$ cat config.mk
export PLATFORM = sky130hd
export DESIGN_NAME = pac_autoneg
export DESIGN_NICKNAME = d
export VERILOG_FILES = /design/src/hw/pac_pkg.sv /design/src/hw/pac_autoneg.sv
export SDC_FILE = /design/constraint.sdc
export NUM_CORES = 1
export LEC_CHECK = 0
export BUFFER_PORTS_ARGS = -buffer_cell sky130_fd_sc_hd__buf_2
export CAP_MARGIN = 30
export CORE_ASPECT_RATIO = 2
export CORE_MARGIN = 4
export CORE_UTILIZATION = 30
export CTS_BUF_LIST = sky130_fd_sc_hd__clkbuf_4 sky130_fd_sc_hd__clkbuf_8 sky130_fd_sc_hd__clkbuf_16
export CTS_CLUSTER_SIZE = 8
export DETAILED_ROUTE_END_ITERATION = 10
export SLEW_MARGIN = 5
export SYNTH_ARGS = -nofsm -noshare
export SYNTH_HDL_FRONTEND = slang
export SYNTH_SLANG_ARGS = --single-unit
$ cat constraint.sdc
create_clock -name clock -period 4.87 [get_ports clock]
set_clock_uncertainty 0.2 [all_clocks]
set_input_delay 0.487 -clock clock [delete_from_list [all_inputs] [get_ports clock]]
set_output_delay 0.487 -clock clock [all_outputs]
set_load 0.05 [all_outputs]
$ cat src/hw/pac_pkg.sv
package pac_pkg;
  // Register word indices matched against paddr[5:2] (byte offsets are four times these).
  localparam logic [3:0] REG_IDX_CTRL = 4'h0;
  localparam logic [3:0] REG_IDX_STAT = 4'h1;
  localparam logic [3:0] REG_IDX_ADV = 4'h4;
  localparam logic [3:0] REG_IDX_PART = 4'h5;
  localparam logic [3:0] REG_IDX_CFG = 4'h8;
  localparam logic [3:0] REG_IDX_PORTSEL = 4'h9;
  // Control register fields.
  localparam int CTRL_RESTART = 9;
  localparam int CTRL_DUPLEX = 8;
  localparam int CTRL_ANEN = 12;
  localparam int CTRL_SPEED = 13;
  // Status register fields.
  localparam logic [15:0] STAT_FIXED = 16'hF809;
  localparam int STAT_ANDONE = 5;
  localparam int STAT_RFAULT = 4;
  localparam int STAT_LINK = 2;
  // Advertisement fields.
  localparam int ADV_10H = 5;
  localparam int ADV_10F = 6;
  localparam int ADV_100H = 7;
  localparam int ADV_100F = 8;
  localparam int ADV_RFAULT = 13;
  localparam logic [15:0] ADV_SELECTOR = 16'h0001;
  // Configuration register fields.
  localparam int CFG_INTPOL = 15;
  localparam int CFG_ADVALL = 0;
  localparam int CFG_ADVSINGLE = 1;
  localparam int CFG_IEEE = 2;
  localparam logic [15:0] CFG_RESET = 16'h0001;
  // Resolved modes.
  localparam logic [1:0] MODE_100F = 2'h3;
  localparam logic [1:0] MODE_100H = 2'h2;
  localparam logic [1:0] MODE_10F = 2'h1;
  localparam logic [1:0] MODE_10H = 2'h0;
  // Negotiation timing.
  localparam int CLK_HZ = 10000000;
  localparam int NEG_TIME_US = 100;
  localparam int NEG_CYCLES = NEG_TIME_US * (CLK_HZ / 1000000);
endpackage

$ cat src/hw/pac_autoneg.sv
// Register access over APB is this design's own decision.
`timescale 1ns/100ps
`default_nettype none
module pac_autoneg (
  // Clock, enable and reset.
  input wire logic clock,
  input wire logic rst,
  input wire logic clkEn,
  input wire logic power_on_rc_input,
  // APB slave.
  input wire logic psel,
  input wire logic penable,
  input wire logic pwrite,
  input wire logic [7:0] paddr,
  input wire logic [31:0] pwdata,
  output logic [31:0] prdata,
  output logic pready,
  output logic pslverr,
  // Straps.
  input wire logic [1:0] portNegDisable,
  input wire logic [1:0] portHalfDuplexHint,
  input wire logic [1:0] portLowSpeedHint,
  input wire logic [1:0] portFlowCtlOff,
  input wire logic auto_crossover_enable,
  input wire logic port0_crossover_select,
  // Serial configuration pins.
  input wire logic romSelectIn,
  output logic romSelectOut,
  output logic romSelectOe,
  input wire logic serialClockIn,
  output logic serialClockOut,
  output logic serialClockOe,
  input wire logic serialDataIn,
  output logic serialDataOut,
  output logic serialDataOe,
  input wire logic rom_serial_in,
  // Serial engine side.
  input wire logic engClock,
  input wire logic engData,
  input wire logic engDataOe,
  input wire logic engSelect,
  output logic engDataIn,
  output logic serialPathSelect,
  // Link partner exchange.
  input wire logic partnerValid,
  input wire logic [15:0] partnerWord,
  input wire logic linkUp,
  output logic [15:0] link_pulse_burst,
  output logic burstValid,
  // Resolved state and interrupt.
  output logic [1:0] resolvedMode,
  output logic [1:0] flowCtlEnable,
  output logic crossoverMdi,
  input wire logic intEvent,
  output logic intOut,
  output logic intOe
);
  import pac_pkg::*;

  typedef enum logic [3:0] {
    PAC_IDLE = 4'h1,
    PAC_SEND = 4'h2,
    PAC_DONE = 4'h4,
    PAC_FORCE = 4'h8
  } pac_state_t;

  // Mode of a 4-bit ability set: 100F,100H,10F,10H.
  function automatic logic [1:0] bestMode(input logic [3:0] ab);
    if (ab[3]) bestMode = MODE_100F;
    else if (ab[2]) bestMode = MODE_100H;
    else if (ab[1]) bestMode = MODE_10F;
    else bestMode = MODE_10H;
  endfunction

  function automatic logic [3:0] abil(input logic [15:0] w);
    abil = {w[ADV_100F], w[ADV_100H], w[ADV_10F], w[ADV_10H]};
  endfunction

  // Reset and pin synchronisers.
  logic rcMeta_r, rcSync_r, rcSeen_r;
  logic [9:0] pinMeta_r, pinSync_r;
  logic [2:0] serMeta_r, serSync_r;
  logic [1:0] partMeta_r, partSync_r;
  always_ff @(posedge clock or posedge rst) begin
    if (rst) begin
      rcMeta_r <= 1'b0;
      rcSync_r <= 1'b0;
      pinMeta_r <= 10'h000;
      pinSync_r <= 10'h000;
      serMeta_r <= 3'h0;
      serSync_r <= 3'h0;
      partMeta_r <= 2'h0;
      partSync_r <= 2'h0;
    end else if (clkEn) begin
      rcMeta_r <= power_on_rc_input;
      rcSync_r <= rcMeta_r;
      pinMeta_r <= {portNegDisable, portHalfDuplexHint, portLowSpeedHint, portFlowCtlOff,
                    auto_crossover_enable, port0_crossover_select};
      pinSync_r <= pinMeta_r;
      serMeta_r <= {romSelectIn, serialDataIn, rom_serial_in};
      serSync_r <= serMeta_r;
      partMeta_r <= {partnerValid, linkUp};
      partSync_r <= partMeta_r;
    end
  end

  // Strap capture one cycle after internal reset rises.
  logic [10:0] strap_r, strap_nxt;
  logic capture;
  assign capture = rcSync_r && !rcSeen_r;
  always_comb begin
    strap_nxt = strap_r;
    if (capture) begin
      strap_nxt = {serSync_r[2], pinSync_r};
    end
  end
  always_ff @(posedge clock or posedge rst) begin
    if (rst) begin
      strap_r <= 11'h000;
      rcSeen_r <= 1'b0;
    end else if (clkEn) begin
      strap_r <= strap_nxt;
      rcSeen_r <= rcSync_r;
    end
  end
  // Port 0 strap fields.
  logic negDis, halfHint, lowHint, xoEn, xoSel;
  assign negDis = strap_r[8];
  assign halfHint = strap_r[6];
  assign lowHint = strap_r[4];
  assign xoEn = strap_r[1];
  assign xoSel = strap_r[0];

  // Pin-derived advertisement per the speed table.
  function automatic logic [3:0] pinAbil(input logic [15:0] c, input logic lo,
                                         input logic hf);
    logic [3:0] a;
    a = 4'hF;
    if (!c[CFG_ADVALL]) begin
      a = {!lo && !hf, !lo, !hf, 1'b1};
      if (lo && hf) a = 4'h1;
    end
    // Single mode keeps only the highest ability in a: the highest the pins allow, or 100F when CFG_ADVALL is set.
    if (c[CFG_ADVSINGLE]) a = a[3] ? 4'h8 : (a[2] ? 4'h4 : (a[1] ? 4'h2 : 4'h1));
    pinAbil = a;
  endfunction

  // Register file and negotiation state.
  logic [15:0] ctrl_r, ctrl_nxt, adv_r, adv_nxt, part_r, part_nxt, cfg_r, cfg_nxt;
  logic done_r, done_nxt, rfault_r, rfault_nxt;
  pac_state_t state_r, state_nxt;
  logic [$clog2(NEG_CYCLES+1)-1:0] cnt_r, cnt_nxt;
  logic [15:0] rdWord;
  logic apbWr, apbAcc, init_r;
  logic [3:0] idx;
  assign apbAcc = psel && penable && !pready;
  // Writes land at the completing edge, where pready stands high.
  assign apbWr = psel && penable && pready && pwrite;
  assign idx = paddr[5:2];
  logic [15:0] statWord;
  assign statWord = STAT_FIXED | (16'(done_r) << STAT_ANDONE) | (16'(rfault_r) << STAT_RFAULT)
                  | (16'(partSync_r[0]) << STAT_LINK);

  always_comb begin
    ctrl_nxt = ctrl_r;
    adv_nxt = adv_r;
    part_nxt = part_r;
    cfg_nxt = cfg_r;
    done_nxt = done_r;
    rfault_nxt = rfault_r;
    state_nxt = state_r;
    cnt_nxt = cnt_r;
    // Restart self-clears first, so a software write in the same cycle wins.
    if (ctrl_r[CTRL_RESTART]) ctrl_nxt[CTRL_RESTART] = 1'b0;
    // Pins set defaults into advertisement and control.
    if (init_r) begin
      adv_nxt = ADV_SELECTOR;
      {adv_nxt[ADV_100F], adv_nxt[ADV_100H], adv_nxt[ADV_10F], adv_nxt[ADV_10H]} =
        pinAbil(cfg_r, lowHint, halfHint);
      ctrl_nxt = 16'h0000;
      ctrl_nxt[CTRL_ANEN] = !negDis;
      ctrl_nxt[CTRL_SPEED] = !lowHint;
      ctrl_nxt[CTRL_DUPLEX] = !halfHint;
    end
    if (apbWr) begin
      case (idx)
        REG_IDX_CTRL: ctrl_nxt = pwdata[15:0];
        REG_IDX_ADV: adv_nxt = pwdata[15:0];
        REG_IDX_CFG: cfg_nxt = pwdata[15:0];
        default: ;
      endcase
    end
    case (state_r)
      PAC_IDLE: begin
        if (ctrl_r[CTRL_ANEN]) begin
          state_nxt = PAC_SEND;
          done_nxt = 1'b0;
          cnt_nxt = '0;
        end else if (!init_r) begin
          state_nxt = PAC_FORCE;
        end
      end
      PAC_SEND: begin
        // Saturate so a late partner never wraps the wait back to zero.
        if (cnt_r < ($bits(cnt_r))'(NEG_CYCLES - 1)) cnt_nxt = cnt_r + 1'b1;
        if (partSync_r[1] && cnt_r >= ($bits(cnt_r))'(NEG_CYCLES - 1)) begin
          part_nxt = partnerWord;
          rfault_nxt = partnerWord[ADV_RFAULT];
          done_nxt = 1'b1;
          state_nxt = PAC_DONE;
        end
      end
      PAC_DONE: begin
        if (!ctrl_r[CTRL_ANEN] || ctrl_r[CTRL_RESTART] || !partSync_r[0]) begin
          state_nxt = PAC_IDLE;
          done_nxt = 1'b0;
        end
      end
      PAC_FORCE: begin
        if (ctrl_r[CTRL_ANEN]) state_nxt = PAC_IDLE;
      end
      default: state_nxt = PAC_IDLE;
    endcase
  end

  // Register state.
  always_ff @(posedge clock or posedge rst) begin
    if (rst) begin
      ctrl_r <= 16'h0000;
      adv_r <= 16'h0000;
      part_r <= 16'h0000;
      cfg_r <= CFG_RESET;
      done_r <= 1'b0;
      rfault_r <= 1'b0;
      state_r <= PAC_IDLE;
      cnt_r <= '0;
      init_r <= 1'b0;
    end else if (clkEn) begin
      ctrl_r <= ctrl_nxt;
      adv_r <= adv_nxt;
      part_r <= part_nxt;
      cfg_r <= cfg_nxt;
      done_r <= done_nxt;
      rfault_r <= rfault_nxt;
      state_r <= state_nxt;
      cnt_r <= cnt_nxt;
      init_r <= capture;
    end
  end

  // Read mux.
  always_comb begin
    case (idx)
      REG_IDX_CTRL: rdWord = ctrl_r;
      REG_IDX_STAT: rdWord = statWord;
      REG_IDX_ADV: rdWord = adv_r;
      REG_IDX_PART: rdWord = part_r;
      REG_IDX_CFG: rdWord = cfg_r;
      REG_IDX_PORTSEL: rdWord = {5'h00, strap_r};
      default: rdWord = 16'h0000;
    endcase
  end

  // Output registers, including APB answer and pin drive.
  logic [1:0] modeNxt;
  always_comb begin
    if (ctrl_r[CTRL_ANEN]) modeNxt = bestMode(abil(adv_r) & abil(part_r));
    else modeNxt = {ctrl_r[CTRL_SPEED], ctrl_r[CTRL_DUPLEX]};
  end
  logic pinsLive;
  assign pinsLive = rcSync_r;
  always_ff @(posedge clock or posedge rst) begin
    if (rst) begin
      prdata <= 32'h00000000;
      pready <= 1'b0;
      pslverr <= 1'b0;
      romSelectOut <= 1'b0;
      romSelectOe <= 1'b0;
      serialClockOut <= 1'b0;
      serialClockOe <= 1'b0;
      serialDataOut <= 1'b0;
      serialDataOe <= 1'b0;
      engDataIn <= 1'b0;
      serialPathSelect <= 1'b0;
      link_pulse_burst <= 16'h0000;
      burstValid <= 1'b0;
      resolvedMode <= 2'h0;
      flowCtlEnable <= 2'h0;
      crossoverMdi <= 1'b0;
      intOut <= 1'b0;
      intOe <= 1'b0;
    end else if (clkEn) begin
      pready <= apbAcc;
      pslverr <= apbAcc && (idx > REG_IDX_PORTSEL || (idx > REG_IDX_PART && idx < REG_IDX_CFG)
                 || idx == 4'h2 || idx == 4'h3);
      prdata <= apbAcc ? {16'h0000, rdWord} : 32'h00000000;
      serialPathSelect <= strap_r[10];
      // EEPROM path drives select, clock and data; management path drives clock, drives data when engDataOe is set, and reads data.
      romSelectOut <= engSelect;
      romSelectOe <= pinsLive && strap_r[10];
      serialClockOut <= engClock;
      serialClockOe <= pinsLive;
      serialDataOut <= engData;
      serialDataOe <= pinsLive && (strap_r[10] || engDataOe);
      engDataIn <= strap_r[10] ? serSync_r[0] : serSync_r[1];
      link_pulse_burst <= adv_r;
      burstValid <= state_r == PAC_SEND;
      resolvedMode <= modeNxt;
      flowCtlEnable <= ~{strap_r[3], strap_r[2]};
      crossoverMdi <= xoEn ? 1'b0 : xoSel;
      // Open drain: pull low on an event when CFG_INTPOL is clear, and with no event when it is set.
      intOut <= 1'b0;
      intOe <= cfg_r[CFG_INTPOL] ? !intEvent : intEvent;
    end
  end

  // Checks.
  property p_ctrl_default;
    @(posedge clock) disable iff (rst) (init_r && clkEn && !apbWr) |=>
      ctrl_r[CTRL_ANEN] == !negDis;
  endproperty
  a_ctrl_default: assert property (p_ctrl_default) else $error("control default wrong");
  property p_int_pol;
    @(posedge clock) disable iff (rst) clkEn |=>
      intOe == ($past(cfg_r[CFG_INTPOL]) ? !$past(intEvent) : $past(intEvent));
  endproperty
  a_int_pol: assert property (p_int_pol) else $error("interrupt polarity wrong");
  property p_tristate;
    @(posedge clock) disable iff (rst) (clkEn && !rcSync_r) |=> !serialClockOe && !romSelectOe;
  endproperty
  a_tristate: assert property (p_tristate) else $error("pins driven in reset");
  property p_wait_enable;
    @(posedge clock) disable iff (rst) (state_r == PAC_FORCE && !ctrl_r[CTRL_ANEN]) |=>
      state_r != PAC_SEND;
  endproperty
  a_wait_enable: assert property (p_wait_enable) else $error("negotiation began early");
  property p_done_store;
    @(posedge clock) disable iff (rst) ($rose(done_r)) |-> part_r == $past(partnerWord);
  endproperty
  a_done_store: assert property (p_done_store) else $error("partner not stored");
  property p_status_fixed;
    @(posedge clock) disable iff (rst) (statWord & STAT_FIXED) == STAT_FIXED;
  endproperty
  a_status_fixed: assert property (p_status_fixed) else $error("fixed status bits lost");
  property p_done_status;
    @(posedge clock) disable iff (rst) statWord[STAT_ANDONE] == (state_r == PAC_DONE);
  endproperty
  a_done_status: assert property (p_done_status) else $error("done flag mismatch");
  property p_xover;
    @(posedge clock) disable iff (rst) (clkEn && xoEn) |=> !crossoverMdi;
  endproperty
  a_xover: assert property (p_xover) else $error("crossover select not ignored");
  property p_forced;
    @(posedge clock) disable iff (rst) (clkEn && !ctrl_r[CTRL_ANEN]) |=>
      resolvedMode == {$past(ctrl_r[CTRL_SPEED]), $past(ctrl_r[CTRL_DUPLEX])};
  endproperty
  a_forced: assert property (p_forced) else $error("forced mode wrong");
  c_done: cover property (@(posedge clock) disable iff (rst) $rose(done_r));
  c_force: cover property (@(posedge clock) disable iff (rst) state_r == PAC_FORCE);
  c_write: cover property (@(posedge clock) disable iff (rst) apbWr && idx == REG_IDX_ADV);
endmodule // pac_autoneg
`default_nettype wire

; ---- After elaboration in Yosys (flattened, before gate mapping)
; Index checks and enable logic that the tools add are counted.
[op_classes]
n_eq_ne = 17
order_cmp = 5
addsub = 1
mux = 35
n_reduce_logical = 35
bitwise = 4
[ops]
columns = operator, n
row1 = $mux 16, 7
row2 = $pmux 16 s6, 1
row3 = $mux 4, 10
row4 = $mux 10, 2
row5 = $pmux 10 s2, 1
row6 = $or 16x3->16, 1
row7 = $or 16x5->16, 1
row8 = $pmux 4 s4, 1
row9 = $eq 4x2->1 const B, 3
row10 = $eq 4x3->1 const B, 3
row11 = $eq 4x4->1 const B, 3
row12 = $logic_and 1x1->1, 12
row13 = $add 10x1->10 const B, 1
row14 = $ge 10x10->1 const B, 1
row15 = $lt 10x10->1 const B, 1
row16 = $ne 2x2->1 const B, 5
row17 = $reduce_and 5->1, 2
row18 = $eq 4x1->1 const B, 2
row19 = $logic_not 1->1, 8
row20 = $mux 2, 4
row21 = $mux 1, 7
row22 = $logic_or 1x1->1, 6
row23 = $reduce_and 3->1, 2
row24 = $and 4x4->4, 1
row25 = other kinds (12), 12
[totals]
wordCells = 132
output_inout_bits = 66
register_bits = 189

; ---- Longest topological paths before layout
; Gate-level depths: netlist (run 1).
[logic_depth]
depth_word = 12
mapped_depth = 7
ltp_nobuf = 5

; ---- Worst setup path before layout (run 1)
; OpenSTA, ideal clock, no wires.
[synth_timing]
path_kind = register to register
start = reg cnt_r[0]
end = reg part_r[0]
t_arrival_ns = 1.829
slack_ns = 2.716
synth_period_minus_slack_ns = 2.154
path_stages_with_launch = 7
t_required_ns = 4.545
setup_time_ns = 0.125
path_cell_list = dfrtp_1 > ha_1 > a211oi_1 > and4bb_2 > nand3_2 > buf_6 > mux2_2
[synth_between]
elab_chain_cells = 3
[synth_lines]
columns = element, line
row1 = start: declaration, pac_autoneg.sv:152  ; logic [$clog2(NEG_CYCLES+1)-1:0] cnt_r, cnt_nxt;
row2 = start signal: assignment, pac_autoneg.sv:246  ; cnt_r <= cnt_nxt;
row3 = $ge 10x10->1, pac_autoneg.sv:206  ; if (partSync_r[1] && cnt_r >= ($bits(cnt_r))'(NEG_CYCLES - 1)) begin
row4 = $logic_and 1x1->1, pac_autoneg.sv:206
row5 = $reduce_and 3->1 (no line), --
row6 = end signal: assignment, pac_autoneg.sv:241  ; part_r <= part_nxt;
row7 = end: declaration, pac_autoneg.sv:149  ; logic [15:0] ctrl_r, ctrl_nxt, adv_r, adv_nxt, part_r, part_nxt, cfg_r, cfg_nxt;
; No other way between the ends.
; A chain may end at the register's enable or synchronous reset.

; ---- Worst setup path in the final report (run 1)
[layout_timing]
start = reg cnt_r[0]
end = reg part_r[2]
; The elaborated chain is that of the path after synthesis.

==> impl_metrics.ini, run 1 <==
[status]
status = finished, final reports clean

[die]
pin_count = 150
start_util_pct = 30.5
core_sq_um = 25000
dieArea_sq_um = 28200
die_h_um = 233
die_w_um = 121
num_rows = 82

[global_routing]
grt_overflow_total = 0
grt_max_degree = 143
antenna_found_initial = 6
grt_pass1_vias = 5381
grt_pass1_wl_mm = 31.3
track_usage_pct = 14.8

[power]
power.density_nw_per_um2 = 444
p_leak_nw = 4.28
ir_drop_mv = 0.179
finalPower_mw = 4.04

[logic_synthesis]
synth_cell_types = 63
ys_async_sr_fraction_pct = 100
ys.flop_type = dfrtp_1
synth_cells = 577
avgSynthCellArea_sq_um = 13.2
ys_seq_elements = 172
syn_area_sq_um = 7630
yosysWarnings = 0
yosysSeqAreaShare_pct = 56.5
synth-edff-count = 0

[clock_tree]
clockRootBuffer = clkbuf_16
postCtsSetupBuffers = 0
insertion_delay_ps = 440
htree_levels = 4
cts_made_buffers = 17
cts_sinks = 172
clock_path_buffers = 2
cts_tree = yes
clk_pin_slew_ps = 70

[layout]
mostFrequentLayoutCell = dfrtp_1
syn2layout_area_growth_pct = 19.3
regArea_sq_um = 4310
final_area_sq_um = 9100
fillCellCount = 2478
final_net_count = 768
layout-drive-gt1-share_pct = 39.7
final_util_pct = 36.3
layout_common_cells = 170 x dfrtp_1, 110 x buf_2, 98 x mux2_2
finalNonFillerCells = 1034
multi_input_area_sq_um = 3020

[placement]
post-place-cells = 999
placed_area_sq_um = 8440
place_ws_ps = 2040
place_congestion = 0.789
dp_hpwl_mm = 14.3
port_buffers = 111

[route]
dr.pass1.iters = 6
postRouteAntennaNets = 0
via_per_inst = 5.03
drc = 0
dr_total_vias = 5205
first_iter_violations = 325
wl_per_cell_um = 19.8
routed_wl_mm = 20.4

[critical_path]
startpoint = cnt_r[0]
start_kind = flip-flop
r2r-start = cnt_r[0]
required_ps = 4990
r2r_cells = 5
worstPathMaxFanout = 18
cp.arrival_ps = 2600
worstReg2RegEnd = part_r[2]
path_class = reg -> reg
r2r_slack_ps = 2390
endpoint_kind = flip-flop

[flow_run]
drv_cap = 0

[timing]
fmax_ghz = 0.404
tightestPinTransition_ps = 949
rsz0062_at_grt = no
finalCriticalPeriod_ps = 2480
hold_viol = 0
setup_tns_ps = 0
final-setup-viol-count = 0
worst_slack_ps = 2390
whs_ps = 71.7
relSlewSlack_pct = 36.5
maxSlewViolCount = 0
fin_crit_sh_pct = 50.9

[worst_hold_path]
holdPathEnd = rcMeta_r
hp-class = in -> reg
hold_start = power_on_rc_input
hold_depth = 2
==> routing by layer <==
metal | share of wire, % | global-route usage (%) | up-vias
li1 | - | - | 2356
met1 | 37 | 15.8 | 2634
met2 | 54 | 26.5 | 163
met3 | 5.1 | 4.19 | 44
met4 | 4.2 | 6.95 | 8
met5 | 0.20 | 0 | -
==> synthesized netlist by cell type (3+ instances only) <==
cell type    n  area, sq um
a2bb2oi_1    4         35.0
a22o_1      30          263
nand2b_1     8         50.1
buf_1        3         11.3
buf_4       18          135
a21oi_1     22          110
a21o_1      17          128
buf_6        5         56.3
a22oi_1     19          143
nor4_1       5         31.3
dfrtp_1    170         4250
nand3_1      8         40.0
a222oi_1    11          110
and4bb_2     3         37.5
nor2_1       8         30.0
and4_1       3         26.3
inv_1       12         45.0
mux2_2      98         1100
mux2i_1      9         90.1
nor4b_1      3         26.3
clkbuf_1     9         33.8
buf_2       15         75.1
a31oi_1      6         37.5
o2bb2ai_1    3         26.3
nand2_1     16         60.1
nor4b_4      4         95.1
o21ai_0     17         85.1
==> where the power goes <==
group / switching (mW) / total (mW) / internal [mW]
sequential: 0.204 / 1.81 / 1.61
combinational: 0.483 / 0.751 / 0.268
clock: 0.550 / 1.48 / 0.927
==> worst max-delay path, cell delays in order (launching register included) <==
cell and delay (ps):
dfrtp_1 390, ha_1 270, a211oi_1 410, and4bb_2 300, nand3_2 390, mux2_2 400
==> worst max path at each step <==
stage / to / slack [ps] / cells after the start
after global placement: part_r[14] / 2070 / 4
final: part_r[2] / 2390 / 5
after CTS: part_r[2] / 2380 / 5
after detailed placement: part_r[2] / 2040 / 4
after floorplan: adv_r[0] / 1990 / 1
after global routing: part_r[12] / 2280 / 5
==> kinds of logic (layout without fill, tap and decap cells) <==
| kind of cell | Yosys count | count (layout) | synth area share (%) |
|---|---|---|---|
| compound gates | 146 | 146 | 14.1 |
| xor+xnor | 1 | 1 | 0.115 |
| fa+ha+maj | 1 | 1 | 0.164 |
| buf+inv | 62 | 165 | 4.68 |
| flops | 172 | 172 | 56.5 |
| mux | 107 | 107 | 15.7 |
| other cells | 1 | 19 | 0.0492 |
| simple gates | 87 | 87 | 8.78 |
==> state kept, by name, indices dropped and copies added (netlist names), 2 cells and up <==
name              flops
cfg_r                16
serSync_r             3
link_pulse_burst     16
adv_r                16
pinMeta_r            10
cnt_r                10
prdata               16
partMeta_r            2
state_r               4
pinSync_r            10
flowCtlEnable         2
serMeta_r             3
resolvedMode          2
partSync_r            2
strap_r              11
part_r               16
ctrl_r               16
==> final cells by class <==
| class | count | area share [%] |
|---|---|---|
| Antenna cell | 2 | 0.0550 |
| Clock buffer | 25 | 5.54 |
| Clock inverter | 7 | 1.53 |
| Inverter | 12 | 0.536 |
| Tap cell | 336 | 4.62 |
| Sequential cell | 172 | 47.3 |
| Timing Repair Buffer | 121 | 7.16 |
| Multi-Input combinational cell | 359 | 33.2 |
==> timing repair <==
action,4_1_cts,5_1_grt
hold endpoints to repair,30,0
gates resized for setup,0,0
hold buffers,1,0
endpoints found under the setup margin,0,0
(Power assumes the default switching activity.)
==> run 2: changes to the inputs <==
--- a/config.mk
+++ b/config.mk
@@ -5,6 +5,7 @@
 export SDC_FILE = /design/constraint.sdc
 export NUM_CORES = 1
 export LEC_CHECK = 0
+export ABC_AREA = 1
 export BUFFER_PORTS_ARGS = -buffer_cell sky130_fd_sc_hd__buf_2
 export CAP_MARGIN = 30
 export CORE_ASPECT_RATIO = 2
==> constraint.sdc (replaced) <==
create_clock -name clock -period 2.2 [get_ports clock]
set_clock_uncertainty 0.2 [all_clocks]
set_input_delay 0.22 -clock clock [delete_from_list [all_inputs] [get_ports clock]]
set_output_delay 0.22 -clock clock [all_outputs]
set_load 0.05 [all_outputs]
==> run 2 against run 1 <==
Compared with the run above: count of clock-buffer cells in the layout down 5; sequential share of layout area down 4.0 points; critical path depth up 4; via count up 27%; global-route usage up 2.3 points; synthesized area up 2.1%; sequential cell count unchanged; total power up 110%; first-iteration DRC count up 13%.
==> impl_metrics.ini, run 2 <==
[timing]
final-setup-viol-count = 0
hold_viol = 0
rsz0062_at_grt = no
fin_crit_sh_pct = 91.5
fmax_ghz = 0.497
tightestPinTransition_ps = 621
finalCriticalPeriod_ps = 2010
relSlewSlack_pct = 58.5
maxSlewViolCount = 0

[global_routing]
grt_max_degree = 43
grt_pass1_wl_mm = 37.2
antenna_found_initial = 0
track_usage_pct = 17.1
grt_pass1_vias = 6898
grt_overflow_total = 0

[logic_synthesis]
synth-xor-area-share_pct = 0.563
synth_cell_types = 39
synth_common_cells = 328 x nand2_1, 170 x dfrtp_1, 96 x o21ai_0
synth_top_family_by_area = simple AND/OR/NAND/NOR gates
yosysWarnings = 0
syn_area_sq_um = 7780
synth-edff-count = 0
synth_compound_area_share_pct = 12.0
avgSynthCellArea_sq_um = 8.49
yosysMostFrequentCell = nand2_1
yosysSeqAreaShare_pct = 55.3
synth_cells = 917
synthTopCellsByArea = dfrtp_1 55%, nand2_1 16%, o21ai_0 6.2%
yosysTopAreaCell = dfrtp_1
synthAdderAreaFrac_pct = 0.161
ys_seq_elements = 172
ys.flop_type = dfrtp_1
synth.mux.area_fraction_pct = 0
yosysTopAreaCellShare_pct = 54.7
synthSimpleGateAreaFrac_pct = 23.2
ys_async_sr_fraction_pct = 100

[critical_path]
r2r_slack_ps = 300
r2r_cells = 10
worstPathMaxFanout = 10
required_ps = 2310
endpoint_kind = flip-flop
start_kind = input pin
r2r-start = cnt_r[0]
path_class = in -> reg
worstReg2RegEnd = cnt_r[3]
startpoint = paddr[3]
cp-endpoint = adv_r[2]
cp.arrival_ps = 2120

[die]
die_h_um = 236
start_util_pct = 30.3
dieArea_sq_um = 28700
die_w_um = 122
core_sq_um = 25700
pin_count = 150
num_rows = 83

[route]
wl_per_cell_um = 16.1
routed_wl_mm = 23.4
first_iter_violations = 367
dr.pass1.iters = 5
drc = 0
via_per_inst = 4.56
dr_total_vias = 6619
postRouteAntennaNets = 0

[power]
p_leak_nw = 4.97
power.density_nw_per_um2 = 855
finalPower_mw = 8.50
ir_drop_mv = 0.444

[placement]
place_congestion = 0.928
port_buffers = 111
dp_hpwl_mm = 17.2

[layout]
mostFrequentLayoutCell = nand2_1
layout_common_cells = 328 x nand2_1, 170 x dfrtp_1, 111 x buf_2
syn2layout_area_growth_pct = 27.8
antennaDiodeCount = 0
final_net_count = 1183
final_util_pct = 38.8
layout-drive-gt1-share_pct = 19.4

[clock_tree]
cts_tree = yes
cts_sinks = 172
clock_path_buffers = 2
clk_pin_slew_ps = 60
htree_levels = 4
clockRootBuffer = clkbuf_16
post_cts_resized = 0
insertion_delay_ps = 440
cts_made_buffers = 17

[flow_run]
drv_cap = 0

[worst_hold_path]
hp-class = in -> reg
hold_depth = 5

[status]
status = finished, final reports clean
run 2: cell types whose count changed after synthesis, sizes merged, moves of 9 or more:
cell and change:
inv +81, mux2 -98, a22o -30, mux2i -9, a21o -17, a22oi -17
o22ai +22, nand4 +12, nor4b -9, nand2 +326, nor2 +31, o21ai +95
a222oi -11, nand3 +13
run 2: routing by layer:
metal	vias up	share of wire (%)	track usage [%]
li1	3250	-	-
met5	-	0	0
met4	0	7.1	11.4
met2	210	53	30.6
met3	67	4.3	3.29
met1	3092	36	17.7
run 2: per-stage QoR:
| step | setup TNS [ps] | setup WS (ps) | area [sq um] | instances | hold WS [ps] |
|---|---|---|---|---|---|
| after floorplan | -70560 | -415 | 7850 | 933 | 131 |
| after global placement | 0 | 317 | 8740 | 1360 | 129 |
| after detailed placement | 0 | 291 | 8740 | 1360 | 130 |
| after CTS | 0 | 134 | 9920 | 1448 | 62.0 |
| after global routing | 0 | 106 | 9940 | 1451 | 94.2 |
| final | 0 | 186 | 9940 | 1451 | 83.4 |
run 2: worst max-delay path, cell delays in order:
cell and delay (ps):
dlygate4sd3_1 570, buf_2 150, inv_1 60, nand2_1 130
nor2_4 210, nand2_4 110, a21oi_4 280, buf_4 270
o22ai_1 100
run 2: cell families after synthesis:
logic type	Yosys count
compound gates	167
xor+xnor	5
fa+ha+maj	1
buf+inv	146
flops	172
other cells	1
simple gates	425
run 2: worst min-delay path by stage:
stage	from	to
2_1_floorplan	partnerWord[10]	part_r[10]
3_3_place_gp	rst	link_pulse_burst[10]
3_5_place_dp	rst	link_pulse_burst[10]
4_1_cts	psel	pready
5_1_grt	psel	pslverr
6_report	clkEn	burstValid
run 2: final cells by class:
type / count / area (sq um)
Fill cell: 2681 / 15700
Sequential cell: 172 / 4310
Multi-Input combinational cell: 615 / 2860
Timing Repair Buffer: 198 / 1370
Clock buffer: 20 / 460
Tap cell: 340 / 425
Inverter: 94 / 359
Clock inverter: 12 / 160
run 2: what timing repair did:
| action | CTS | global route |
|---|---|---|
| endpoints found under the setup margin | 0 | 3 |
| hold endpoints to repair | 100 | 0 |
| setup buffers | 0 | 3 |
| hold buffers | 56 | 0 |
run 2: report_power, final:
part | internal, mW | switching [mW] | leakage [nW]
clock | 1.87 | 1.31 | 0.293
combinational | 0.462 | 1.11 | 2.44
sequential | 3.49 | 0.266 | 2.23
